### config.mk
export PLATFORM = sky130hd
export DESIGN_NAME = qdc_top
export DESIGN_NICKNAME = d
export VERILOG_FILES = /design/src/pkg/qdc_pkg.sv /design/src/pkg/qdc_cmd_if.sv /design/src/hw/qdc_sync.sv /design/src/hw/qdc_front.sv /design/src/hw/qdc_top.sv
export SDC_FILE = /design/constraint.sdc
export NUM_CORES = 1
export LEC_CHECK = 0
export ABC_AREA = 1
export BUFFER_PORTS_ARGS = -buffer_cell sky130_fd_sc_hd__buf_2
export CAP_MARGIN = 20
export CORE_ASPECT_RATIO = 0.9
export CORE_MARGIN = 8
export CORE_UTILIZATION = 30
export CTS_BUF_LIST = sky130_fd_sc_hd__clkbuf_16
export CTS_CLUSTER_SIZE = 14
export DETAILED_ROUTE_END_ITERATION = 10
export HOLD_SLACK_MARGIN = 0.03
export PLACE_DENSITY = 0.48
export SLEW_MARGIN = 20
export SYNTH_ARGS = -nofsm -noshare
export SYNTH_HDL_FRONTEND = slang
export SYNTH_SLANG_ARGS = --single-unit
export TNS_END_PERCENT = 10
### constraint.sdc
create_clock -name clk -period 1.9 [get_ports clk]
set_input_delay 0.285 -clock clk [delete_from_list [all_inputs] [get_ports clk]]
set_output_delay 0.285 -clock clk [all_outputs]
set_load 0.03 [all_outputs]
### src/pkg/qdc_pkg.sv
// package: command codes, field positions and reset values of the quad dac command port
package qdc_pkg;
    localparam int unsigned QDC_WORD_BITS = 16;
    localparam int unsigned QDC_CODE_BITS = 10;
    localparam int unsigned QDC_CHANS = 4;
    // field positions inside the command word
    localparam int unsigned QDC_ADDR_MSB = 15;
    localparam int unsigned QDC_ADDR_LSB = 14;
    localparam int unsigned QDC_CTRL_MSB = 13;
    localparam int unsigned QDC_CTRL_LSB = 12;
    localparam int unsigned QDC_CODE_MSB = 11;
    localparam int unsigned QDC_CODE_LSB = 2;
    // address/control opcode: {chan_addr_hi, chan_addr_lo, ctrl_hi, ctrl_lo}
    localparam logic [3:0] QDC_OP_NOP = 4'h0;
    localparam logic [3:0] QDC_OP_UPO_LOW = 4'h2;
    localparam logic [3:0] QDC_OP_UPDATE_ALL = 4'h4;
    localparam logic [3:0] QDC_OP_UPO_HIGH = 4'h6;
    localparam logic [3:0] QDC_OP_LOAD_ALL = 4'h8;
    localparam logic [3:0] QDC_OP_MODE0 = 4'hA;
    localparam logic [3:0] QDC_OP_SHUTDOWN = 4'hC;
    localparam logic [3:0] QDC_OP_MODE1 = 4'hE;
    localparam logic [1:0] QDC_CTRL_LOAD_IN = 2'h1;
    localparam logic [1:0] QDC_CTRL_LOAD_UPD = 2'h3;
    // reset values
    localparam logic [9:0] QDC_CODE_RST = 10'h000;
    localparam logic QDC_MODE_RST = 1'b0;
    localparam logic QDC_UPO_RST = 1'b0;
    // link timing
    localparam int unsigned QDC_SYNC_STAGES = 2;
endpackage

### src/pkg/qdc_cmd_if.sv
// interface: received command word and valid strobe from the serial front end to the register bank
`timescale 1ns/1ns
interface qdc_cmd_if;
    logic valid;
    logic [15:0] word;
    modport src (output valid, output word);
    modport dst (input valid, input word);
endinterface

### src/hw/qdc_sync.sv
// module: two flip-flop synchroniser for a group of pin inputs
`timescale 1ns/1ns
module qdc_sync #(
    parameter int unsigned WIDTH = 1,
    // idle level of each pin, so that reset release shows no false edge
    parameter logic [WIDTH-1:0] RST_VAL = '0
) (
    // clock and reset
    input wire logic clk,
    input wire logic rst,
    // async in, synced out
    input wire logic [WIDTH-1:0] async_in,
    output logic [WIDTH-1:0] sync_out
);
    logic [WIDTH-1:0] meta_q;

    // first stage is read only by the second
    always_ff @(posedge clk) begin
        if (rst) begin
            meta_q <= RST_VAL;
            sync_out <= RST_VAL;
        end else begin
            meta_q <= async_in;
            sync_out <= meta_q;
        end
    end
endmodule

### src/hw/qdc_front.sv
// module: serial shifter, frame detect and serial data output timing
`timescale 1ns/1ns
module qdc_front
    import qdc_pkg::*;
(
    // clock and reset
    input wire logic clk,
    input wire logic rst,
    // synchronised link pins
    input wire logic sclk_s,
    input wire logic cs_n_s,
    input wire logic din_s,
    // control
    input wire logic clear_n_s,
    input wire logic out_mode,
    // serial data output
    output logic dout,
    // command to register bank
    qdc_cmd_if.src cmd
);
    logic sclk_q;
    logic cs_n_q;
    logic [15:0] shift_q;
    logic [3:0] cnt_q;
    logic full_q;
    logic out_bit_q;
    logic sclk_rise;
    logic sclk_fall;
    logic cs_rise;

    assign sclk_rise = sclk_s & ~sclk_q;
    assign sclk_fall = ~sclk_s & sclk_q;
    assign cs_rise = cs_n_s & ~cs_n_q;

    // edge history of link pins
    always_ff @(posedge clk) begin
        if (rst) begin
            sclk_q <= 1'b0;
            cs_n_q <= 1'b1;
        end else begin
            sclk_q <= sclk_s;
            cs_n_q <= cs_n_s;
        end
    end

    // shift din on rising sclk only while selected
    always_ff @(posedge clk) begin
        if (rst || !clear_n_s) begin
            shift_q <= 16'h0000;
        end else if (!cs_n_s && sclk_rise) begin
            shift_q <= {shift_q[14:0], din_s};
        end
    end

    // bit pushed out of the msb end by each rising sclk, the seventeenth stage
    always_ff @(posedge clk) begin
        if (rst || !clear_n_s) begin
            out_bit_q <= 1'b0;
        end else if (!cs_n_s && sclk_rise) begin
            out_bit_q <= shift_q[15];
        end
    end

    // count bits so that only whole words are decoded
    always_ff @(posedge clk) begin
        if (rst || cs_n_s) begin
            cnt_q <= 4'h0;
            full_q <= 1'b0;
        end else if (sclk_rise) begin
            cnt_q <= cnt_q + 4'h1;
            if (cnt_q == 4'hF) begin
                full_q <= 1'b1;
            end
        end
    end

    // word handed over on chip select rising edge
    always_ff @(posedge clk) begin
        if (rst) begin
            cmd.valid <= 1'b0;
            cmd.word <= 16'h0000;
        end else begin
            cmd.valid <= cs_rise && full_q && clear_n_s;
            if (cs_rise) begin
                cmd.word <= shift_q;
            end
        end
    end

    // dout follows the shift register msb on the chosen sclk edge
    always_ff @(posedge clk) begin
        if (rst || !clear_n_s) begin
            dout <= 1'b0;
        end else if (!cs_n_s) begin
            if (out_mode ? sclk_rise : sclk_fall) begin
                // mode 1 lags 16 cycles, mode 0 gives the pushed-out bit half a cycle later
                dout <= out_mode ? shift_q[15] : out_bit_q;
            end
        end
    end
endmodule

### src/hw/qdc_top.sv
// module: quad dac serial command port, input and dac register bank
`timescale 1ns/1ns
module qdc_top
    import qdc_pkg::*;
#(
    parameter int unsigned CODE_BITS = QDC_CODE_BITS,
    parameter int unsigned CHANS = QDC_CHANS
) (
    // clock and reset
    input wire logic clk,
    input wire logic rst,
    // serial link pins
    input wire logic sclk,
    input wire logic cs_n,
    input wire logic din,
    output logic dout,
    // control pins
    input wire logic clear_n,
    input wire logic shutdown_lockout_n,
    output logic user_logic_out,
    // status
    output logic shutdown,
    output logic out_mode,
    // dac and input register contents, channel 0 in the low bits
    output logic [qdc_pkg::QDC_CHANS*qdc_pkg::QDC_CODE_BITS-1:0] dac_code,
    output logic [qdc_pkg::QDC_CHANS*qdc_pkg::QDC_CODE_BITS-1:0] input_code
);
    import qdc_pkg::*;

    // the command decode is fixed to the word layout, refuse other sizes at elaboration
    if (CODE_BITS != QDC_CODE_BITS || CHANS != QDC_CHANS) begin : g_bad_size
        $error("qdc_top: only 10-bit codes and four channels are supported");
    end

    logic sclk_s;
    logic cs_n_s;
    logic din_s;
    logic clear_n_s;
    logic lock_n_s;
    logic lock_n_q;
    logic lock_fall;
    qdc_cmd_if cmd_bus ();

    // bring all pin inputs into the clock domain
    // reset values are the idle pin levels: sclk low, cs_n high, din low, clear_n high, lockout high
    qdc_sync #(.WIDTH(5), .RST_VAL(5'b0_1011)) u_sync (
        .clk(clk),
        .rst(rst),
        .async_in({sclk, cs_n, din, clear_n, shutdown_lockout_n}),
        .sync_out({sclk_s, cs_n_s, din_s, clear_n_s, lock_n_s})
    );

    // serial front end
    qdc_front u_front (
        .clk(clk),
        .rst(rst),
        .sclk_s(sclk_s),
        .cs_n_s(cs_n_s),
        .din_s(din_s),
        .clear_n_s(clear_n_s),
        .out_mode(out_mode),
        .dout(dout),
        .cmd(cmd_bus.src)
    );

    // command fields
    logic [3:0] op;
    logic [1:0] addr;
    logic [1:0] ctrl;
    logic [9:0] code;
    logic load_in;
    logic update_all;
    logic load_all;
    logic go_down;
    logic wake;

    assign addr = cmd_bus.word[QDC_ADDR_MSB:QDC_ADDR_LSB];
    assign ctrl = cmd_bus.word[QDC_CTRL_MSB:QDC_CTRL_LSB];
    assign op = {addr, ctrl};
    assign code = cmd_bus.word[QDC_CODE_MSB:QDC_CODE_LSB];

    // decode strobes, all but lock_fall qualified by the cs rising edge pulse
    assign load_in = cmd_bus.valid && (ctrl == QDC_CTRL_LOAD_IN || ctrl == QDC_CTRL_LOAD_UPD);
    assign load_all = cmd_bus.valid && op == QDC_OP_LOAD_ALL;
    assign update_all = cmd_bus.valid && (ctrl == QDC_CTRL_LOAD_UPD || op == QDC_OP_UPDATE_ALL
        || op == QDC_OP_MODE0 || op == QDC_OP_MODE1);
    assign go_down = cmd_bus.valid && op == QDC_OP_SHUTDOWN && lock_n_s;
    assign lock_fall = lock_n_q & ~lock_n_s;
    assign wake = cmd_bus.valid && (op == QDC_OP_UPDATE_ALL || op == QDC_OP_LOAD_ALL);

    // lockout edge history
    always_ff @(posedge clk) begin
        if (rst) begin
            lock_n_q <= 1'b1;
        end else begin
            lock_n_q <= lock_n_s;
        end
    end

    // per channel input and dac registers
    logic [9:0] in_q [QDC_CHANS];
    logic [9:0] dac_q [QDC_CHANS];
    genvar g;
    generate
        for (g = 0; g < QDC_CHANS; g++) begin : g_chan
            // input register: single load or broadcast load, kept in shutdown
            always_ff @(posedge clk) begin
                if (rst || !clear_n_s) begin
                    in_q[g] <= QDC_CODE_RST;
                end else if (load_all) begin
                    in_q[g] <= code;
                end else if (load_in && addr == 2'(g)) begin
                    in_q[g] <= code;
                end
            end
            // dac register: broadcast load or copy from input register
            always_ff @(posedge clk) begin
                if (rst || !clear_n_s) begin
                    dac_q[g] <= QDC_CODE_RST;
                end else if (load_all) begin
                    dac_q[g] <= code;
                end else if (update_all) begin
                    // a load-and-update takes the new code in the same step
                    dac_q[g] <= (load_in && addr == 2'(g)) ? code : in_q[g];
                end
            end
            assign dac_code[g*10 +: 10] = dac_q[g];
            assign input_code[g*10 +: 10] = in_q[g];
        end
    endgenerate

    // shutdown flag; a falling lockout, an update all or a load all wakes the device
    always_ff @(posedge clk) begin
        if (rst || !clear_n_s) begin
            shutdown <= 1'b0;
        end else if (lock_fall || wake) begin
            shutdown <= 1'b0;
        end else if (go_down) begin
            shutdown <= 1'b1;
        end
    end

    // serial output edge mode
    always_ff @(posedge clk) begin
        if (rst) begin
            out_mode <= QDC_MODE_RST;
        end else if (cmd_bus.valid && op == QDC_OP_MODE1) begin
            out_mode <= 1'b1;
        end else if (cmd_bus.valid && op == QDC_OP_MODE0) begin
            out_mode <= 1'b0;
        end
    end

    // user logic output
    always_ff @(posedge clk) begin
        if (rst || !clear_n_s) begin
            user_logic_out <= QDC_UPO_RST;
        end else if (cmd_bus.valid && op == QDC_OP_UPO_HIGH) begin
            user_logic_out <= 1'b1;
        end else if (cmd_bus.valid && op == QDC_OP_UPO_LOW) begin
            user_logic_out <= 1'b0;
        end
    end

    // assertions
    property p_nop_keeps;
        @(posedge clk) disable iff (rst)
        (cmd_bus.valid && op == QDC_OP_NOP && clear_n_s) |=> $stable(dac_code) && $stable(input_code);
    endproperty
    a_nop_keeps: assert property (p_nop_keeps) else $error("nop changed a register");

    property p_load_in_only;
        @(posedge clk) disable iff (rst)
        (cmd_bus.valid && ctrl == QDC_CTRL_LOAD_IN && clear_n_s) |=> $stable(dac_code)
            && input_code[addr*10 +: 10] == $past(code);
    endproperty
    a_load_in_only: assert property (p_load_in_only) else $error("input load wrong");

    property p_load_upd;
        @(posedge clk) disable iff (rst)
        (cmd_bus.valid && ctrl == QDC_CTRL_LOAD_UPD && clear_n_s) |=> dac_code == input_code;
    endproperty
    a_load_upd: assert property (p_load_upd) else $error("load and update mismatch");

    property p_update_all;
        @(posedge clk) disable iff (rst)
        (cmd_bus.valid && op == QDC_OP_UPDATE_ALL && clear_n_s) |=> dac_code == input_code && !shutdown;
    endproperty
    a_update_all: assert property (p_update_all) else $error("update all failed");

    property p_load_all;
        @(posedge clk) disable iff (rst)
        (cmd_bus.valid && op == QDC_OP_LOAD_ALL && clear_n_s) |=>
            dac_code == {4{$past(code)}} && input_code == {4{$past(code)}} && !shutdown;
    endproperty
    a_load_all: assert property (p_load_all) else $error("broadcast load failed");

    property p_lockout;
        @(posedge clk) disable iff (rst)
        (!shutdown && !lock_n_s && !lock_n_q) |=> !shutdown;
    endproperty
    a_lockout: assert property (p_lockout) else $error("shutdown despite lockout");

    property p_upo;
        @(posedge clk) disable iff (rst)
        (cmd_bus.valid && clear_n_s && op == QDC_OP_UPO_HIGH) |=> user_logic_out ##1 $stable(user_logic_out)
            || cmd_bus.valid || !clear_n_s;
    endproperty
    a_upo: assert property (p_upo) else $error("user output not set");

    property p_mode;
        @(posedge clk) disable iff (rst)
        (cmd_bus.valid && op == QDC_OP_MODE1) |=> out_mode && dac_code == input_code;
    endproperty
    a_mode: assert property (p_mode) else $error("mode 1 not taken");

    property p_clear;
        @(posedge clk) disable iff (rst)
        (!clear_n_s) |=> dac_code == '0 && input_code == '0 && !user_logic_out && !dout;
    endproperty
    a_clear: assert property (p_clear) else $error("clear not applied");

    property p_only_on_cs;
        @(posedge clk) disable iff (rst)
        (!cmd_bus.valid && clear_n_s) |=> $stable(input_code);
    endproperty
    a_only_on_cs: assert property (p_only_on_cs) else $error("update outside cs edge");
endmodule

# [Word-level counts from Yosys, hierarchy flattened]
# Memory sizes are Yosys's and may differ from the RTL's.
# Index checks and enable logic that the tools add are counted.
[classes] n_addsub=1 n_mul=0 div=0 order_cmp=0 eq_ne=13 n_shift=0 n_mux=51 bitwise=25 reduce_logical=33
[op_table] operator="2-to-1 mux 10 bit" n=20
[op_table] operator="2-to-1 mux 1 bit" n=31
[op_table] operator="== test 4 bit, second input constant" n=5
[op_table] operator="logical AND 1 bit" n=17
[op_table] operator="bitwise OR 1 bit" n=16
[op_table] operator="== test 4 x 3 -> 1 bit, second input constant" n=2
[op_table] operator="logical OR 1 bit" n=8
[op_table] operator="== test 2 bit, second input constant" n=3
[op_table] operator="inverter 1 bit" n=5
[op_table] operator="adder 4 x 1 -> 4 bit, second input constant" n=1
[op_table] operator="AND 1 bit" n=4
[op_table] operator="== test 2 x 1 -> 1 bit, second input constant" n=2
[op_table] operator="== test 4 x 2 -> 1 bit, second input constant" n=1
[op_table] operator="AND reduction 2 bit" n=2
[op_table] operator="nonzero test 2 bit" n=2
[op_table] operator="logical NOT 1 bit" n=2
[op_table] operator="logical NOT 2 bit" n=1
[op_table] operator="OR reduction 2 bit" n=1
[word_totals] regBits=56 latchBits=0 mem_bits_rw=80 rom_bits=0 input_bits=7 out_inout_bits=84 word_cells=140 mem_count=2
[mem_list] name="dac_q" words=4 width=10 rd=4 rd_ports_with_merged_regs=0 wr=4 line="qdc_top.sv:102" rtl="logic [9:0] dac_q [QDC_CHANS];"
[mem_list] name="in_q" words=4 width=10 rd=4 rd_ports_with_merged_regs=0 wr=4 line="qdc_top.sv:101" rtl="logic [9:0] in_q [QDC_CHANS];"

# [Longest topological paths before layout]
[depth] word_depth=10 ltp_mapped=9

# [Modules after synthesis]
# From an unflattened synthesis, not the netlist that was laid out.
[unflattened] cells_unflattened=564 hier_area_um2=5549.1
[by_module_without_submodules] module="qdc_top" n_inst=1 cells_each=353 area_per_inst_um2=3722.3 seq_area_each_um2=2482.4
[by_module_without_submodules] module="qdc_front" n_inst=1 cells_each=180 area_per_inst_um2=1545.2 seq_area_each_um2=840.8
[by_module_without_submodules] module="qdc_sync" n_inst=1 cells_each=31 area_per_inst_um2=281.5 seq_area_each_um2=200.2

# [Worst setup path after synthesis]
# No wires, ideal clock.
[synth_path] path_kind="register -> register" startpoint="register u_front.cmd.word[14]" endpoint="memory dac_q[0][0], enable pin" setup_time_ns=0.387 t_arrival_ns=1.693 setup_slack_ns=-0.181 stages_incl_launch_ff=8 path_buffers=1 period_less_slack_ns=2.081 cell_sequence="dfxtp_1 inv_2 nor2_2 nand2_1 nand2_1 nand3_1 buf_2 nand2_1"
[synth_lines] element="start: declaration" line="qdc_cmd_if.sv:6" rtl="modport src (output valid, output word);"
[synth_lines] element="start signal: assignment" line="qdc_front.sv:85" rtl="cmd.word <= shift_q;"
[synth_lines] element="end: declaration" line="qdc_top.sv:102"

==> qor.csv <==
stage,metric,value,unit
worst_setup_path,critical path peak fanout,20,
logic_synthesis,post-synth top area share,43.6,%
grt,vias in the first global route,4163,
grt,GRT overflow,0,
drt,DRC violation total after the first TritonRoute iteration,337,
grt,first-pass GRT wire length,23700,µm
worst_hold_path,type of the tightest min-delay check,in -> reg,
placed_design,RD Place Congestion,0.855,
power_and_ir_drop,Power Density,987,nW/µm²
worst_setup_path,CP Capture Type,flip-flop,
logic_synthesis,fraction of registers with async set/reset,0,%
clock_network,cts bufs inserted,17,
clock_network,H-tree Lvls,4,
floorplan,die area,23000,µm²
logic_synthesis,syn_area_per_cell,9.17,µm²
drt,DRT Pass-1 Iters,5,
finish,most frequent cells in the layout,"nand2_1, buf_2, edfxtp_1",
logic_synthesis,Cells after Synth,601,
finish,"commonest non-fill, non-tap cell in the layout",nand2_1,
clock_network,CTS Sinks,134,
timing,Clock Skews,12.1,ps
placed_design,Final HPWL DP,11300,µm
placed_design,"worst slack, placed",145,ps
worst_setup_path,critical path required time,2080,ps
clock_network,CTS tree,built,
drt,drc violations,0,
grt,initial antenna violation count,0,
placed_design,number of I/O port buffers,90,
logic_synthesis,largest cells by area after synthesis,"edfxtp_1, dfxtp_1, nand2_1",
worst_setup_path,WP data arrival,1930,ps
timing,"Hold Violations, Final",0,
clock_network,"Reg clk slew, reported paths",60,ps
drt,vias per cell,4.54,
placed_design,placed inst area,6310,µm²
logic_synthesis,Yosys Warn Count,0,
power_and_ir_drop,Pleak,0.00283,µW
grt,pin count of the biggest net entering global routing,31,
drt,wire per inst,15.9,µm
finish,number of antenna diodes,0,
finish,fraction of layout cells with a size suffix above 1,23.3,%
outcome,status,"complete, no violations",
timing,worst slew pin tran,545,ps
power_and_ir_drop,Peak VDD IR,577,µV
finish,Syn-to-layout area delta,26.0,%
floorplan,Horiz. Die Dim,159,µm
timing,Final Setup Violations,0,
logic_synthesis,Post-Syn Nets,609,
logic_synthesis,"area leader, netlist",edfxtp_1,
run,max-cap violations,0,
finish,area of the multi-input gates,1790,µm²
clock_network,CTS Buffer Depth,2,
clock_network,clk_lat worst skew,420,ps
timing,TNS Setup,0,ps
finish,storage element area,3480,µm²
logic_synthesis,"flops & latches, synth",134,
logic_synthesis,"EDFF count, synth",80,
worst_setup_path,Crit Path Category,reg -> reg,
timing,RSZ-0062 raised after global routing,false,
finish,fill count,1887,
power_and_ir_drop,"Power, Total",6860,µW
timing,Rel. slew slack,63.6,%
clock_network,Clock Tree Root,clkbuf_16,
timing,Max Slew Vio Count,0,
timing,fmax,571,MHz
logic_synthesis,sequential share of the synthesized area,63.2,%
logic_synthesis,Netlist cell types,25,
grt,all-layer global routing usage,13.5,%
logic_synthesis,Synth Flop Type,edfxtp_1,
drt,post-route antenna net violation count,0,
floorplan,Die Span Y,145,µm
logic_synthesis,cell area after synthesis,5510,µm²
finish,# nets final,715,
timing,Final WS setup,149,ps
worst_setup_path,CP Launch Type,flip-flop,
floorplan,initial core utilization,30.2,%
timing,Final Cycle Share,92.1,%
timing,final worst path period need,1750,ps
drt,vias,4384,
timing,WHS,52.5,ps
floorplan,I/O pin count,91,
floorplan,Core Rows,47,
drt,WL final,15300,µm
floorplan,Core Area,18200,µm²
finish,final instance area,6950,µm²
## repair_timing
| action | 4_1_cts | 5_1_grt |
|---|---|---|
| setup buffers | 0 | 3 |
| setup endpoints to repair | 0 | 21 |
| resized for setup | 0 | 4 |
| hold endpoints to repair | 2 | 0 |
| hold buffers | 2 | 0 |
## critical path, cell delays in order (launching register included)
cell and delay, ps:
dfxtp_1 450, nand2_1 130, nor2_1 270, inv_1 100, buf_4 200, nand2_1 70
o21ai_0 130, nand2_1 110, nand2_1 50
## area by class of cell
type	instances	area share [%]
clock inverters	15	2.09
inverters	37	2.05
well taps	245	4.41
repair buffers	113	9.46
clock buffers	17	6.12
multi-input cells	404	25.7
flip-flops and latches	134	50.1
## power breakdown
group          internal, µW  total, µW  switching [µW]
Sequential             3180       3240            59.9
Combinational           114        472             359
Clock                  1830       3150            1320
## path summary, 6_finish.rpt
check                             from            endpoint  slack (ps)  cells after the start
setup / recovery  u_front.cmd.word[14]         dac_q[3][4]         150                      8
hold / removal                 clear_n    u_sync.meta_q[1]          50                      2
setup reg to reg  u_front.cmd.word[14]         dac_q[3][4]         150                      8
hold reg to reg       u_sync.meta_q[0]  u_sync.sync_out[0]         410                      1
## sequential cells by signal, indices dropped and copies added (netlist names), 4 cells and up
register and count:
u_front.cmd.word 14, in_q 40, u_front.shift_q 16, u_front.cnt_q 4, dac_q 40, u_sync.sync_out 5
u_sync.meta_q 5
## cell families after synthesis
logic type      synth area share [%]
flops                           63.2
buf+inv                         4.58
simple gates                    22.4
fa+ha+maj                      0.227
compound gates                  9.62
## layer usage
metal,routed length (µm),global-route usage [%]
met1,7010,16.8
met2,7220,22.1
met3,928,4.04
met4,147,4.66
met5,0,0
## metrics by stage
| step | util, % | std cells |
|---|---|---|
| after floorplan | - | 601 |
| after global placement | 34.6 | 928 |
| after detailed placement | 34.6 | 928 |
| after CTS | 37.8 | 962 |
| after global routing | 38.1 | 965 |
| final | 38.1 | 965 |
## Yosys cell counts, types with 2 or more instances
| library cell | n |
|---|---|
| dfxtp_1 | 54 |
| nor3_1 | 4 |
| clkbuf_1 | 12 |
| inv_2 | 7 |
| nand4_1 | 2 |
| a21oi_1 | 47 |
| nor2_2 | 4 |
| inv_1 | 29 |
| o21ai_0 | 52 |
| nor2_1 | 63 |
| nand2_1 | 177 |
| or2_2 | 6 |
| edfxtp_1 | 80 |
| buf_1 | 3 |
| nor2_4 | 2 |
| nand3_1 | 41 |
| buf_2 | 10 |
Power figures use the tool's default switching activity.
